$ cat config.mk
export PLATFORM = sky130hd
export DESIGN_NAME = gpt_port
export DESIGN_NICKNAME = d
export VERILOG_FILES = /design/src/logic/gpt_pkg.sv /design/src/logic/gpt_cfg_mem.sv /design/src/logic/gpt_port.sv
export SDC_FILE = /design/constraint.sdc
export NUM_CORES = 1
export LEC_CHECK = 0
export BUFFER_PORTS_ARGS = -buffer_cell sky130_fd_sc_hd__buf_2
export CORE_MARGIN = 2
export CORE_UTILIZATION = 59
export CTS_CLUSTER_DIAMETER = 200
export CTS_CLUSTER_SIZE = 10
export DETAILED_ROUTE_END_ITERATION = 8
export PLACE_DENSITY = 0.79
export SYNTH_ARGS = -nofsm -noshare
export SYNTH_HDL_FRONTEND = slang
export SYNTH_SLANG_ARGS = --single-unit
export TNS_END_PERCENT = 1
$ cat constraint.sdc
create_clock -name clk -period 2.28 [get_ports clk]
set_input_delay 0.342 -clock clk [delete_from_list [all_inputs] [get_ports clk]]
set_output_delay 0.342 -clock clk [all_outputs]
set_load 0.05 [all_outputs]
$ cat src/logic/gpt_pkg.sv
// Contract
// - Toggle strobe write inverts output bits written one
// - Toggle strobe reads return output level register
// - Input value bit shows sampled pin level
// - Input value write toggles output bits written one
// - Disabled input buffer holds previous input bit
// - Flag sets when pin matches sense condition
// - Writing one clears event flag, zero ignored
// - Slew bit zero limits off, one on
// - Invert bit inverts input and output values
// - Pull-up active only while pin input-only
// - Sense zero: buffer on, no events
// - Sense one both, two rising, three falling
// - Sense four disables events and input buffer
// - Sense five low level; six, seven reserved
// - Alias map offsets zero-three act identically
// - Direction zero input-only, one drives output
// - Direction sets driver and masks pull-up, sense gates buffer
// - Output level drives pin when driver enabled
package gpt_pkg;
    localparam logic [5:0] GPT_ADDR_ALIAS_DIR = 6'h00;
    localparam logic [5:0] GPT_ADDR_ALIAS_OUT = 6'h01;
    localparam logic [5:0] GPT_ADDR_ALIAS_IN = 6'h02;
    localparam logic [5:0] GPT_ADDR_ALIAS_FLAGS = 6'h03;
    localparam logic [5:0] GPT_ADDR_OUT_TOGGLE = 6'h07;
    localparam logic [5:0] GPT_ADDR_IN = 6'h08;
    localparam logic [5:0] GPT_ADDR_FLAGS = 6'h09;
    localparam logic [5:0] GPT_ADDR_SLEW = 6'h0a;
    localparam logic [5:0] GPT_ADDR_PINCFG0 = 6'h10;
    localparam logic [5:0] GPT_ADDR_PINCFG7 = 6'h17;
    localparam int GPT_CFG_INVERT_BIT = 7;
    localparam int GPT_CFG_PULLUP_BIT = 3;
    localparam int GPT_CFG_SENSE_LSB = 0;
    localparam int GPT_SLEW_BIT = 0;
    localparam logic [7:0] GPT_CFG_MASK = 8'h8f;
    localparam logic [7:0] GPT_RESET_BYTE = 8'h00;
    localparam logic [2:0] GPT_SENSE_NO_IRQ = 3'h0;
    localparam logic [2:0] GPT_SENSE_ANY_EDGE = 3'h1;
    localparam logic [2:0] GPT_SENSE_RISE = 3'h2;
    localparam logic [2:0] GPT_SENSE_FALL = 3'h3;
    localparam logic [2:0] GPT_SENSE_BUF_OFF = 3'h4;
    localparam logic [2:0] GPT_SENSE_LOW = 3'h5;
endpackage

$ cat src/logic/gpt_cfg_mem.sv
`timescale 1ns/10ps
`default_nettype none
// ********************
// Pin config store, eight bytes, registered read
// ********************
module gpt_cfg_mem (
    input wire logic clk,
    input wire logic rst_n,
    input wire logic wr_en,
    input wire logic [2:0] wr_idx,
    input wire logic [7:0] wr_data,
    input wire logic [2:0] rd_idx,
    output logic [7:0] rd_data_q,
    output logic [63:0] all_q
);
    import gpt_pkg::*;

    logic [7:0] mem_q [8];

    // Writes mask the reserved bits so they read back as zero
    always_ff @(posedge clk or negedge rst_n) begin
        if (!rst_n) begin
            for (int i = 0; i < 8; i++) begin
                mem_q[i] <= GPT_RESET_BYTE;
            end
        end else if (wr_en) begin
            mem_q[wr_idx] <= wr_data & GPT_CFG_MASK;
        end
    end

    always_ff @(posedge clk or negedge rst_n) begin
        if (!rst_n) begin
            rd_data_q <= GPT_RESET_BYTE;
        end else begin
            rd_data_q <= mem_q[rd_idx];
        end
    end

    always_comb begin
        for (int i = 0; i < 8; i++) begin
            all_q[i*8 +: 8] = mem_q[i];
        end
    end
endmodule
`default_nettype wire

$ cat src/logic/gpt_port.sv
`timescale 1ns/10ps
`default_nettype none
module gpt_port (
    input wire logic clk,
    input wire logic rst_n,
    input wire logic [5:0] reg_addr,
    input wire logic reg_wr,
    input wire logic reg_rd,
    input wire logic [7:0] reg_wdata,
    output logic [7:0] reg_rdata_q,
    input wire logic [7:0] pin_in,
    output logic [7:0] pin_out_q,
    output logic [7:0] pin_oe_q,
    output logic [7:0] pullup_en_q,
    output logic slew_limit_q,
    output logic port_irq_q
);
    import gpt_pkg::*;

    // ********************
    // Registers
    // ********************
    logic [7:0] dir_q;
    logic [7:0] out_q;
    logic [7:0] in_q;
    logic [7:0] flags_q;
    logic slew_en_q;
    logic [7:0] sync1_q;
    logic [7:0] sync2_q;
    logic [7:0] sync3_q;
    logic [7:0] stable_q;
    logic [7:0] prev_q;
    logic [7:0] pin_lvl_d;
    logic [7:0] evt_d;
    logic [7:0] buf_on;
    logic [7:0] inv;
    logic [63:0] cfg_all;
    logic [7:0] cfg_rd;
    logic cfg_sel_q;
    logic [7:0] direct_rd_q;
    logic wr_dir;
    logic wr_out;
    logic wr_tgl;
    logic wr_flags;
    logic wr_cfg;

    function automatic logic [5:0] fold_alias(input logic [5:0] a);
        // Alias offsets map onto their regular counterpart
        case (a)
            GPT_ADDR_ALIAS_OUT: fold_alias = 6'h04;
            GPT_ADDR_ALIAS_IN: fold_alias = GPT_ADDR_IN;
            GPT_ADDR_ALIAS_FLAGS: fold_alias = GPT_ADDR_FLAGS;
            default: fold_alias = a;
        endcase
    endfunction

    function automatic logic [2:0] sense_of(input logic [63:0] c, input int n);
        sense_of = c[n*8 + GPT_CFG_SENSE_LSB +: 3];
    endfunction

    logic [5:0] addr_f;
    assign addr_f = fold_alias(reg_addr);
    assign wr_dir = reg_wr && addr_f == GPT_ADDR_ALIAS_DIR;
    assign wr_out = reg_wr && addr_f == 6'h04;
    assign wr_tgl = reg_wr && (addr_f == GPT_ADDR_OUT_TOGGLE || addr_f == GPT_ADDR_IN);
    assign wr_flags = reg_wr && addr_f == GPT_ADDR_FLAGS;
    assign wr_cfg = reg_wr && addr_f >= GPT_ADDR_PINCFG0 && addr_f <= GPT_ADDR_PINCFG7;

    gpt_cfg_mem u_cfg (
        .clk(clk),
        .rst_n(rst_n),
        .wr_en(wr_cfg),
        .wr_idx(addr_f[2:0]),
        .wr_data(reg_wdata),
        .rd_idx(addr_f[2:0]),
        .rd_data_q(cfg_rd),
        .all_q(cfg_all)
    );

    always_comb begin
        for (int i = 0; i < 8; i++) begin
            inv[i] = cfg_all[i*8 + GPT_CFG_INVERT_BIT];
            buf_on[i] = sense_of(cfg_all, i) != GPT_SENSE_BUF_OFF;
        end
    end

    // ********************
    // Direction and output level
    // ********************
    always_ff @(posedge clk or negedge rst_n) begin
        if (!rst_n) begin
            dir_q <= GPT_RESET_BYTE;
        end else if (wr_dir) begin
            dir_q <= reg_wdata;
        end
    end

    always_ff @(posedge clk or negedge rst_n) begin
        if (!rst_n) begin
            out_q <= GPT_RESET_BYTE;
        end else if (wr_out) begin
            out_q <= reg_wdata;
        end else if (wr_tgl) begin
            out_q <= out_q ^ reg_wdata;
        end
    end

    always_ff @(posedge clk or negedge rst_n) begin
        if (!rst_n) begin
            slew_en_q <= 1'b0;
        end else if (reg_wr && addr_f == GPT_ADDR_SLEW) begin
            slew_en_q <= reg_wdata[GPT_SLEW_BIT];
        end
    end

    // ********************
    // Pad drive
    // ********************
    always_ff @(posedge clk or negedge rst_n) begin
        if (!rst_n) begin
            pin_out_q <= GPT_RESET_BYTE;
            pin_oe_q <= GPT_RESET_BYTE;
            pullup_en_q <= GPT_RESET_BYTE;
            slew_limit_q <= 1'b0;
        end else begin
            pin_out_q <= out_q ^ inv;
            pin_oe_q <= dir_q;
            slew_limit_q <= slew_en_q;
            for (int i = 0; i < 8; i++) begin
                pullup_en_q[i] <= cfg_all[i*8 + GPT_CFG_PULLUP_BIT] & ~dir_q[i];
            end
        end
    end

    // ********************
    // Input sampling, three stages, change taken when 2 and 3 agree
    // ********************
    always_ff @(posedge clk or negedge rst_n) begin
        if (!rst_n) begin
            sync1_q <= GPT_RESET_BYTE;
            sync2_q <= GPT_RESET_BYTE;
            sync3_q <= GPT_RESET_BYTE;
            stable_q <= GPT_RESET_BYTE;
        end else begin
            sync1_q <= pin_in;
            sync2_q <= sync1_q;
            sync3_q <= sync2_q;
            for (int i = 0; i < 8; i++) begin
                if (sync2_q[i] == sync3_q[i]) begin
                    stable_q[i] <= sync3_q[i];
                end
            end
        end
    end

    assign pin_lvl_d = stable_q ^ inv;

    // Disabled buffers freeze both the input bit and the edge history
    always_ff @(posedge clk or negedge rst_n) begin
        if (!rst_n) begin
            in_q <= GPT_RESET_BYTE;
            prev_q <= GPT_RESET_BYTE;
        end else begin
            for (int i = 0; i < 8; i++) begin
                if (buf_on[i]) begin
                    in_q[i] <= pin_lvl_d[i];
                    prev_q[i] <= pin_lvl_d[i];
                end
            end
        end
    end

    // ********************
    // Event detection and flags
    // ********************
    always_comb begin
        for (int i = 0; i < 8; i++) begin
            case (sense_of(cfg_all, i))
                GPT_SENSE_ANY_EDGE: evt_d[i] = pin_lvl_d[i] ^ prev_q[i];
                GPT_SENSE_RISE: evt_d[i] = pin_lvl_d[i] & ~prev_q[i];
                GPT_SENSE_FALL: evt_d[i] = ~pin_lvl_d[i] & prev_q[i];
                GPT_SENSE_LOW: evt_d[i] = ~pin_lvl_d[i];
                GPT_SENSE_NO_IRQ: evt_d[i] = 1'b0;
                default: evt_d[i] = 1'b0;
            endcase
        end
    end

    // A new event in the clearing cycle wins
    always_ff @(posedge clk or negedge rst_n) begin
        if (!rst_n) begin
            flags_q <= GPT_RESET_BYTE;
        end else begin
            flags_q <= (flags_q & ~(wr_flags ? reg_wdata : 8'h00)) | evt_d;
        end
    end

    always_ff @(posedge clk or negedge rst_n) begin
        if (!rst_n) begin
            port_irq_q <= 1'b0;
        end else begin
            port_irq_q <= |flags_q;
        end
    end

    // ********************
    // Read path, one cycle latency
    // ********************
    always_ff @(posedge clk or negedge rst_n) begin
        if (!rst_n) begin
            direct_rd_q <= GPT_RESET_BYTE;
            cfg_sel_q <= 1'b0;
        end else if (reg_rd) begin
            cfg_sel_q <= addr_f >= GPT_ADDR_PINCFG0 && addr_f <= GPT_ADDR_PINCFG7;
            case (addr_f)
                GPT_ADDR_ALIAS_DIR: direct_rd_q <= dir_q;
                6'h04: direct_rd_q <= out_q;
                GPT_ADDR_OUT_TOGGLE: direct_rd_q <= out_q;
                GPT_ADDR_IN: direct_rd_q <= in_q;
                GPT_ADDR_FLAGS: direct_rd_q <= flags_q;
                GPT_ADDR_SLEW: direct_rd_q <= {7'h00, slew_en_q};
                default: direct_rd_q <= GPT_RESET_BYTE;
            endcase
        end
    end

    assign reg_rdata_q = cfg_sel_q ? cfg_rd : direct_rd_q;
endmodule
`default_nettype wire

==> results of run 1 <==
[layout make-up]
| class | count | area [sq um] | area share, % |
|---|---|---|---|
| Tap cell | 140 | 175.2 | 2.269 |
| Clock buffer | 22 | 452.9 | 5.868 |
| Antenna cell | 2 | 5.005 | 0.06484 |
| Timing Repair Buffer | 86 | 564.3 | 7.311 |
| Multi-Input combinational cell | 371 | 2654 | 34.38 |
| Clock inverter | 10 | 133.9 | 1.734 |
| Sequential cell | 145 | 3628 | 47.01 |
| Inverter | 28 | 105.1 | 1.362 |
[sequential cells by signal, indices dropped and copies added, names as in the netlist]
signal and count:
cfg_sel_q 1, dir_q 8, direct_rd_q 8, flags_q 8, in_q 7, out_q 8, pin_oe_q 8, pin_out_q 8
port_irq_q 1, prev_q 1, pullup_en_q 8, slew_en_q 1, slew_limit_q 1, stable_q 8, sync1_q 8, sync2_q 8
sync3_q 8, u_cfg.all_q 40, u_cfg.rd_data_q 5
[logic make-up after synthesis]
logic type	share of synthesized area, %
XOR/XNOR	2.418
AO/OA/AOI/OAI	12.25
adder cells (fa/ha/maj)	4.453
buffers and inverters	3.628
AND/OR/NAND/NOR	10.73
flip-flops	55.66
multiplexers	10.86
[how the worst max path moves through the flow]
stage / slack, ns / endpoint / startpoint / depth (start not counted)
floorplan: 0.27 / reg_rdata_q[0] / cfg_sel_q / 2
global placement: 0.31 / out_q[0] / reg_addr[2] / 7
detailed placement: 0.25 / out_q[7] / reg_addr[2] / 7
CTS: 0.25 / reg_rdata_q[1] / cfg_sel_q / 2
global route: 0.20 / reg_rdata_q[3] / cfg_sel_q / 2
finish: 0.27 / reg_rdata_q[1] / cfg_sel_q / 2
[per-stage QoR]
stage	util (%)	power [mW]	cells	hold slack (ns)
after floorplan	-	4.542	572	0.04641
after global placement	65.20	5.021	761	0.3208
after detailed placement	65.20	5.119	761	0.3301
after CTS	71.47	7.887	802	0.1031
after global routing	71.47	8.224	802	0.1348
final	71.52	7.845	804	0.1164
[repair_timing]
item / CTS / global route
hold buffers: 9 / 0
endpoints found under the hold margin: 58 / 0
endpoints found under the setup margin: 0 / 0
[synth_stat cells, drive strengths merged, types with 6 or more instances]
master  number
nor3         7
a222oi       7
ha          16
a221oi       6
nand2       35
mux2        54
dfrtp      145
buf         15
o21ai       38
xor2        17
maj3         9
nor3b        9
nor2b       11
nand3       16
clkbuf      13
a31oi        6
nor2        44
a21oi       41
inv         28
mux2i       10
[critical path, cell delays in order, from the launching register on]
cell     delay (ns)
dfrtp_1        0.55
mux2_2         0.38
buf_2          0.21
[routing by layer]
layer / wire length (um) / vias to the layer above / GRT usage (%)
li1: - / 2193 / -
met3: 1084 / 32 / 6.874
met1: 6761 / 2400 / 38.30
met2: 7368 / 178 / 45.25
met5: 0 / - / 0
met4: 455 / 0 / 13.19
[power by group]
group,internal (mW),switching (mW),total (mW)
Sequential,3.02,0.399,3.41
Clock,1.72,1.02,2.74
Combinational,0.563,1.13,1.70
==> qor.csv, run 1 <==
stage,metric,value,unit
sta,clock period minus final worst setup slack,2.013,ns
drt,TritonRoute pass-1 iters,6,
worst_setup_path,CP endpoint kind,output pin,
synth,number of synthesized flops with an enable pin,0,
synth,post-synthesis cell area,0.006519,sq mm
sta,Tcrit/Tclk final,88.30,%
sta,Max Slew Vio Count,0,
worst_setup_path,CP Max Fanout,10,
synth,"FF+latch count, synth",145,
worst_hold_path,hold path startpoint,reg_wdata[5],
floorplan,core area,0.01079,sq mm
global_routing,largest net degree at the start of global routing,54,
clock_tree,number of post-CTS setup repair buffers,0,
worst_hold_path,Hold EP,dir_q[5],
worst_setup_path,WS Path Type,reg2out,
drt,routed vias,4803,
sta,Max Clock Freq,0.4967,GHz
worst_setup_path,arrival time worst endpoint,1.67,ns
clock_tree,post-CTS resize count,0,
synth,post-synthesis cell type count,54,
synth,sequential fraction of the synthesis area,55.66,%
synth,syn_area_per_cell,11.40,sq um
sta,RSZ-0062 raised after global routing,false,
power_and_ir_drop,power per cell area,1016,mW/mm^2
synth,area share of the largest cell type after synthesis,55.66,%
clock_tree,CTS H-tree lvls,4,
floorplan,Die Y,109.1,um
placement,post-DP HPWL,11030,um
finish,"commonest cells after routing, fill and taps aside","dfrtp_1 (145), buf_2 (58), mux2_1 (46), nor2_1 (43), a21oi_1 (37)",
outcome,status,finished clean,
finish,"most common cell after layout, fill and taps aside",dfrtp_1,
worst_hold_path,hold path cells,2,
worst_setup_path,critical path startpoint category,flip-flop,
global_routing,initial antenna violation count,2,
sta,final hold viol count,0,
sta,max_slew headroom,67.20,%
clock_tree,Num CTS Buffers,17,
drt,Antenna Violating Nets Remaining,0,
finish,filler instances,732,
finish,final layout net count,691,
drt,drt via density,5.974,
clock_tree,Clock Latency Late Sink,0.54,ns
floorplan,num ports,60,
synth,ys async rst share,100.0,%
global_routing,first-pass GRT wire length,25390,um
synth,Syn. warnings,0,
clock_tree,TritonCTS clock tree,built,
drt,drt drc,0,
clock_tree,clk slew on worst S/H paths,0.06,ns
floorplan,num rows,38,
drt,Routed Wire Length,15670,um
placement,Placed Area,0.007037,sq mm
sta,TNS Setup,0,ns
worst_setup_path,r2r endpoint,flags_q[3],
synth,top post-synthesis cells by area,"dfrtp_1 (56%), mux2_1 (7.9%), ha_1 (3.1%)",
sta,worst setup margin,0.2668,ns
clock_tree,buffer depth of the longest clock path,2,
clock_tree,CTS root buffer,clkbuf_8,
drt,drt initial violations,382,
synth,Post-Syn Nets,614,
worst_hold_path,hold crit path type,in2reg,
placement,Setup WS pre-CTS,0.2490,ns
global_routing,number of global-route vias before repair,4886,
finish,Area Growth Syn to Fin,18.41,%
synth,Most used DFF post-synth,dfrtp_1,
finish,share of cells above drive strength 1,19.49,%
power_and_ir_drop,LEAKAGE,3.662,nW
worst_setup_path,Worst R2R Setup Slack,0.36,ns
global_routing,GR Overflow Total,0,
drt,Avg WL per Cell,19.49,um
finish,cell area after layout,0.007719,sq mm
synth,Post-Synthesis Cells,572,
placement,Placer Congestion,0.8708,
sta,Least-Margin Pin Slew,0.4920,ns
worst_setup_path,critical path required time,1.94,ns
sta,Final Setup Violations,0,
worst_setup_path,r2r startpoint,u_cfg.all_q[31],
placement,PortBufs,59,
floorplan,Initial Utilization,60.40,%
power_and_ir_drop,peak supply drop,0.6445,mV
clock_tree,CTS sink cnt,145,
synth,Yosys top cell by area,dfrtp_1,
floorplan,area of the die,0.01191,sq mm
sta,worst clock skew,0.008981,ns
job,Max Cap Violations,0,
worst_setup_path,FF-to-FF path depth,7,
floorplan,Die X-Extent,109.1,um
global_routing,Global Route Usage Sum,28.91,%
(Power assumes the default switching activity.)
==> run 2, diff against run 1 <==
--- a/config.mk
+++ b/config.mk
@@ -7,11 +7,12 @@
 export LEC_CHECK = 0
 export BUFFER_PORTS_ARGS = -buffer_cell sky130_fd_sc_hd__buf_2
 export CORE_MARGIN = 2
-export CORE_UTILIZATION = 59
+export CORE_UTILIZATION = 30
 export CTS_CLUSTER_DIAMETER = 200
 export CTS_CLUSTER_SIZE = 10
 export DETAILED_ROUTE_END_ITERATION = 8
-export PLACE_DENSITY = 0.79
+export MAX_ROUTING_LAYER = met4
+export SLEW_MARGIN = 20
 export SYNTH_ARGS = -nofsm -noshare
 export SYNTH_HDL_FRONTEND = slang
 export SYNTH_SLANG_ARGS = --single-unit
==> qor.csv, run 2 (synthesis results as in run 1) <==
stage,metric,value,unit
outcome,status,finished clean,
worst_setup_path,slowest cell delay on critical path,0.46,ns
power_and_ir_drop,overall power,7.874,mW
worst_setup_path,"slowest stage cell, crit path",dfrtp_1,
power_and_ir_drop,power per cell area,1002,mW/mm^2
global_routing,first-pass GRT wire length,25470,um
power_and_ir_drop,LEAKAGE,3.668,nW
global_routing,number of global-route vias before repair,4413,
worst_setup_path,arrival time worst endpoint,2.25,ns
drt,drt initial violations,337,
job,Max Cap Violations,0,
floorplan,Die Y,151.4,um
placement,post-DP HPWL,11750,um
drt,Avg WL per Cell,17.29,um
finish,share of cells above drive strength 1,20.69,%
clock_tree,TritonCTS clock tree,built,
clock_tree,Clock Latency Late Sink,0.43,ns
finish,"commonest cells after routing, fill and taps aside","dfrtp_1 (145), buf_2 (58), mux2_1 (46), nor2_1 (43), a21oi_1 (37)",
sta,clock period minus final worst setup slack,1.938,ns
finish,filler instances,2056,
floorplan,num ports,60,
worst_setup_path,WS Path Type,reg2reg,
worst_setup_path,CP endpoint kind,flip-flop,
finish,final instance count without filler cells,937,
finish,Util after Layout,37.16,%
finish,Area Growth Syn to Fin,20.60,%
global_routing,initial antenna violation count,0,
placement,placed cells,901,
worst_setup_path,cells along the critical path,xor2_1 -> inv_1 -> ha_1 -> mux2_2 -> a21oi_1 -> nor2_1 -> a221o_1,
sta,Hold Worst Slack,0.01999,ns
sta,Max Slew Vio Count,0,
drt,TritonRoute pass-1 iters,7,
drt,Routed Wire Length,16200,um
sta,Final Setup Violations,0,
finish,"most common cell after layout, fill and taps aside",dfrtp_1,
worst_setup_path,critical path startpoint category,flip-flop,
sta,max_slew headroom,68.65,%
sta,TNS Setup,0,ns
sta,Max Clock Freq,0.5161,GHz
clock_tree,CTS sink cnt,145,
clock_tree,clk slew on worst S/H paths,0.07,ns
drt,drt drc,0,
sta,final hold viol count,0,
drt,drt via density,4.966,
clock_tree,Num CTS Buffers,17,
clock_tree,number of post-CTS setup repair buffers,0,
sta,Tcrit/Tclk final,84.98,%
placement,PortBufs,59,
power_and_ir_drop,peak supply drop,0.4816,mV
worst_setup_path,CP Max Fanout,4,
floorplan,core area,0.02115,sq mm
floorplan,num rows,53,
finish,final layout net count,691,
worst_hold_path,hold crit path type,in2reg,
clock_tree,CTS H-tree lvls,4,
clock_tree,CTS root buffer,clkbuf_16,
finish,number of inserted diodes,0,
sta,worst clock skew,0.01080,ns
global_routing,Global Route Usage Sum,15.39,%
finish,max reg flops,40,
global_routing,largest net degree at the start of global routing,54,
sta,RSZ-0062 raised after global routing,false,
worst_setup_path,critical path required time,2.59,ns
drt,routed vias,4653,
drt,Antenna Violating Nets Remaining,0,
clock_tree,buffer depth of the longest clock path,2,
floorplan,Initial Utilization,30.82,%
global_routing,GR Overflow Total,0,
floorplan,Die X-Extent,151.4,um
sta,Least-Margin Pin Slew,0.4660,ns
placement,Placer Congestion,0.8832,
floorplan,area of the die,0.02293,sq mm
run 2: area by class of cell:
class / count / area [sq um] / share of cell area, %
inverter: 28 / 105.1 / 1.337
timing repair buffer: 86 / 539.3 / 6.860
multi-input combinational: 371 / 2654 / 33.76
clock inverter: 15 / 165.2 / 2.101
sequential: 145 / 3628 / 46.16
clock buffer: 17 / 425.4 / 5.411
tap: 275 / 344.1 / 4.377
run 2: worst max-delay path: cells and delay by family (launching register included):
kind / cells / cell delay (ns)
multiplexers: 1 / 0.26
flip-flops: 1 / 0.46
adder cells (fa/ha/maj): 1 / 0.19
AND/OR/NAND/NOR: 1 / 0.06
AO/OA/AOI/OAI: 2 / 0.43
buffers and inverters: 1 / 0.08
XOR/XNOR: 1 / 0.33
run 2: final timing paths:
check | startpoint | end | slack (ns) | cells past startpoint
worst max-delay path | u_cfg.all_q[31] | flags_q[3] | 0.34 | 7
worst min-delay path | pin_in[3] | sync1_q[3] | 0.02 | 1
worst max register to register | u_cfg.all_q[31] | flags_q[3] | 0.34 | 7
worst min register to register | sync1_q[5] | sync2_q[5] | 0.34 | 0
max in group asynchronous | rst_n | sync1_q[5] | 1.25 | 3
min in group asynchronous | rst_n | sync1_q[6] | 0.38 | 2
run 2: repair_timing:
action                                 CTS  global route
endpoints found under the hold margin   38             1
resized for setup                        0             0
hold buffers                             3             1
run 2: metrics by stage:
stage	worst slack, ns	instance area, sq um
2_1_floorplan	0.2741	6519
5_1_grt	0.2334	7861
6_report	0.3423	7861
4_1_cts	0.3439	7851
3_3_place_gp	0.2665	7231
3_5_place_dp	0.2769	7231
run 2: per-layer routing:
metal | share of wire, % | track usage (%)
met5 | 0 | -
met2 | 49 | 23.85
met1 | 46 | 20.58
met3 | 4.8 | 3.554
met4 | 0.72 | 3.598
run 2: report_power, final:
group | switching (mW) | leakage, nW | internal (mW) | total, mW
clock | 1.24 | 0.295 | 1.56 | 2.80
combinational | 1.10 | 1.59 | 0.551 | 1.65
sequential | 0.410 | 1.78 | 3.01 | 3.42
total | 2.75 | 3.67 | 5.12 | 7.87
==> run 3, diff against run 2 <==
==> constraint.sdc (replaced) <==
create_clock -name clk -period 1.6 [get_ports clk]
set_input_delay 0.24 -clock clk [delete_from_list [all_inputs] [get_ports clk]]
set_output_delay 0.24 -clock clk [all_outputs]
set_load 0.05 [all_outputs]
==> qor.csv, run 3 (synthesis results as in run 1) <==
stage,metric,value,unit
floorplan,area of the die,0.02293,sq mm
floorplan,Initial Utilization,30.82,%
sta,TNS Setup,-0.2431,ns
clock_tree,clk slew on worst S/H paths,0.06,ns
sta,worst clock skew,0.006636,ns
worst_setup_path,CP startpoint,stable_q[3],
clock_tree,Clock Latency Late Sink,0.43,ns
power_and_ir_drop,LEAKAGE,3.942,nW
global_routing,GR Overflow Total,0,
clock_tree,CTS sink cnt,145,
clock_tree,CTS H-tree lvls,4,
worst_setup_path,WS Path Type,reg2reg,
placement,PortBufs,59,
worst_setup_path,CP endpoint kind,flip-flop,
floorplan,Die X-Extent,151.4,um
finish,"commonest cells after routing, fill and taps aside","dfrtp_1 (144), buf_4 (60), buf_2 (50), mux2_1 (46), nor2_1 (43)",
global_routing,number of global-route vias before repair,4662,
power_and_ir_drop,peak supply drop,0.6695,mV
worst_setup_path,slowest cell delay on critical path,0.40,ns
sta,RSZ-0062 raised after global routing,true,
sta,Least-Margin Pin Slew,0.6940,ns
clock_tree,CTS root buffer,clkbuf_16,
power_and_ir_drop,overall power,11.45,mW
worst_setup_path,FF-to-FF path depth,7,
clock_tree,Num CTS Buffers,17,
finish,Area Growth Syn to Fin,29.52,%
worst_setup_path,critical path required time,1.91,ns
finish,number of inserted diodes,0,
global_routing,initial antenna violation count,0,
finish,"most common cell after layout, fill and taps aside",dfrtp_1,
sta,Tcrit/Tclk final,104.8,%
clock_tree,TritonCTS clock tree,built,
drt,Antenna Violating Nets Remaining,0,
sta,Final Setup Violations,8,
finish,max reg flops,40,
finish,filler instances,1989,
global_routing,largest net degree at the start of global routing,61,
worst_hold_path,hold crit path type,in2reg,
sta,worst setup margin,-0.07680,ns
placement,Setup WS pre-CTS,-0.3202,ns
worst_setup_path,r2r endpoint,flags_q[3],
worst_setup_path,cells along the critical path,xor2_2 -> buf_4 -> ha_4 -> mux2_4 -> a21oi_2 -> nor2_1 -> a221o_1,
sta,clock period minus final worst setup slack,1.677,ns
worst_setup_path,r2r startpoint,stable_q[3],
finish,final layout net count,740,
drt,TritonRoute pass-1 iters,5,
floorplan,Die Y,151.4,um
job,Max Cap Violations,0,
drt,Routed Wire Length,16670,um
outcome,failing checks,negative setup slack,
global_routing,Global Route Usage Sum,15.86,%
clock_tree,buffer depth of the longest clock path,2,
drt,drt initial violations,305,
finish,cell area after layout,0.008443,sq mm
sta,Max Clock Freq,0.5964,GHz
worst_setup_path,arrival time worst endpoint,1.99,ns
outcome,status,"complete, but fails checks",
placement,post-DP HPWL,12010,um
floorplan,num rows,53,
placement,Placed Area,0.007561,sq mm
power_and_ir_drop,power per cell area,1356,mW/mm^2
drt,Avg WL per Cell,16.91,um
sta,final hold viol count,0,
drt,routed vias,4787,
worst_setup_path,critical path startpoint category,flip-flop,
drt,drt drc,0,
worst_setup_path,CP endpoint,flags_q[3],
drt,drt via density,4.855,
sta,Max Slew Vio Count,0,
worst_setup_path,"slowest stage cell, crit path",dfrtp_1,
floorplan,num ports,60,
placement,Placer Congestion,0.8882,
worst_setup_path,Worst R2R Setup Slack,-0.08,ns
finish,share of cells above drive strength 1,27.43,%
finish,Util after Layout,39.91,%
worst_setup_path,CP Max Fanout,3,
sta,max_slew headroom,53.34,%
floorplan,core area,0.02115,sq mm
global_routing,first-pass GRT wire length,26430,um
[run 3: cell types whose count changed in the layout (fill, tap and decap cells not counted), sizes merged]
| cell | change |
|---|---|
| clkinvlp | +3 |
| clkinv | +2 |
| buf | +44 |
| inv | -7 |
| bufinv | +1 |
| dlygate4sd3 | +5 |
| clkbuf | +1 |
[run 3: worst min path at each step]
| stage | from | to | cells past startpoint |
|---|---|---|---|
| after floorplan | rst_n | cfg_sel_q | 0 |
| after global routing | reg_wdata[5] | dir_q[5] | 2 |
| final | reg_wdata[5] | dir_q[5] | 2 |
| after detailed placement | rst_n | sync2_q[7] | 1 |
| after CTS | reg_wdata[5] | dir_q[5] | 2 |
| after global placement | rst_n | sync2_q[7] | 1 |
[run 3: power by group]
group          internal (mW)  leakage [nW]  switching, mW
clock network           2.36         0.285           1.62
registers               4.30          1.78          0.556
logic                  0.972          1.88           1.65
[run 3: final cells by class]
type / instances / area, sq um / share of cell area, %
Sequential cell: 145 / 3630 / 42.99
Timing Repair Buffer: 135 / 1018 / 12.06
Multi-Input combinational cell: 371 / 2750 / 32.57
Tap cell: 275 / 344.1 / 4.075
Inverter: 28 / 105.1 / 1.245
Clock buffer: 18 / 439.2 / 5.202
Clock inverter: 14 / 156.4 / 1.852
[run 3: routing by layer]
layer	vias up	wire length (um)	global-route usage, %
met4	0	225	4.766
met5	-	0	-
met3	21	663	2.982
li1	2272	-	-
met1	2366	8040	21.63
met2	128	7740	24.07
[run 3: through the flow]
stage	hold slack, ns	cells
2_1_floorplan	-0.05559	572
6_report	0.1115	986
3_5_place_dp	0.1042	940
5_1_grt	0.1226	986
3_3_place_gp	0.1025	940
4_1_cts	0.09887	986
[run 3: repair_timing]
action	4_1_cts	5_1_grt
pin swaps	7	0
gates resized for setup	30	10
hold buffers	9	0
hold endpoints to repair	109	0
endpoints found under the setup margin	10	13
setup buffers	5	0
gates cloned	0	0
[run 3: critical path: cells and delay by family, from the launching register on]
kind	cells	cell delay, ns
buffers and inverters	1	0.15
and+or+nand+nor	1	0.05
muxes	1	0.26
xor gates and xnor gates	1	0.20
adders and majority gates	1	0.14
AOI/OAI and AO/OA	2	0.36
DFF	1	0.40
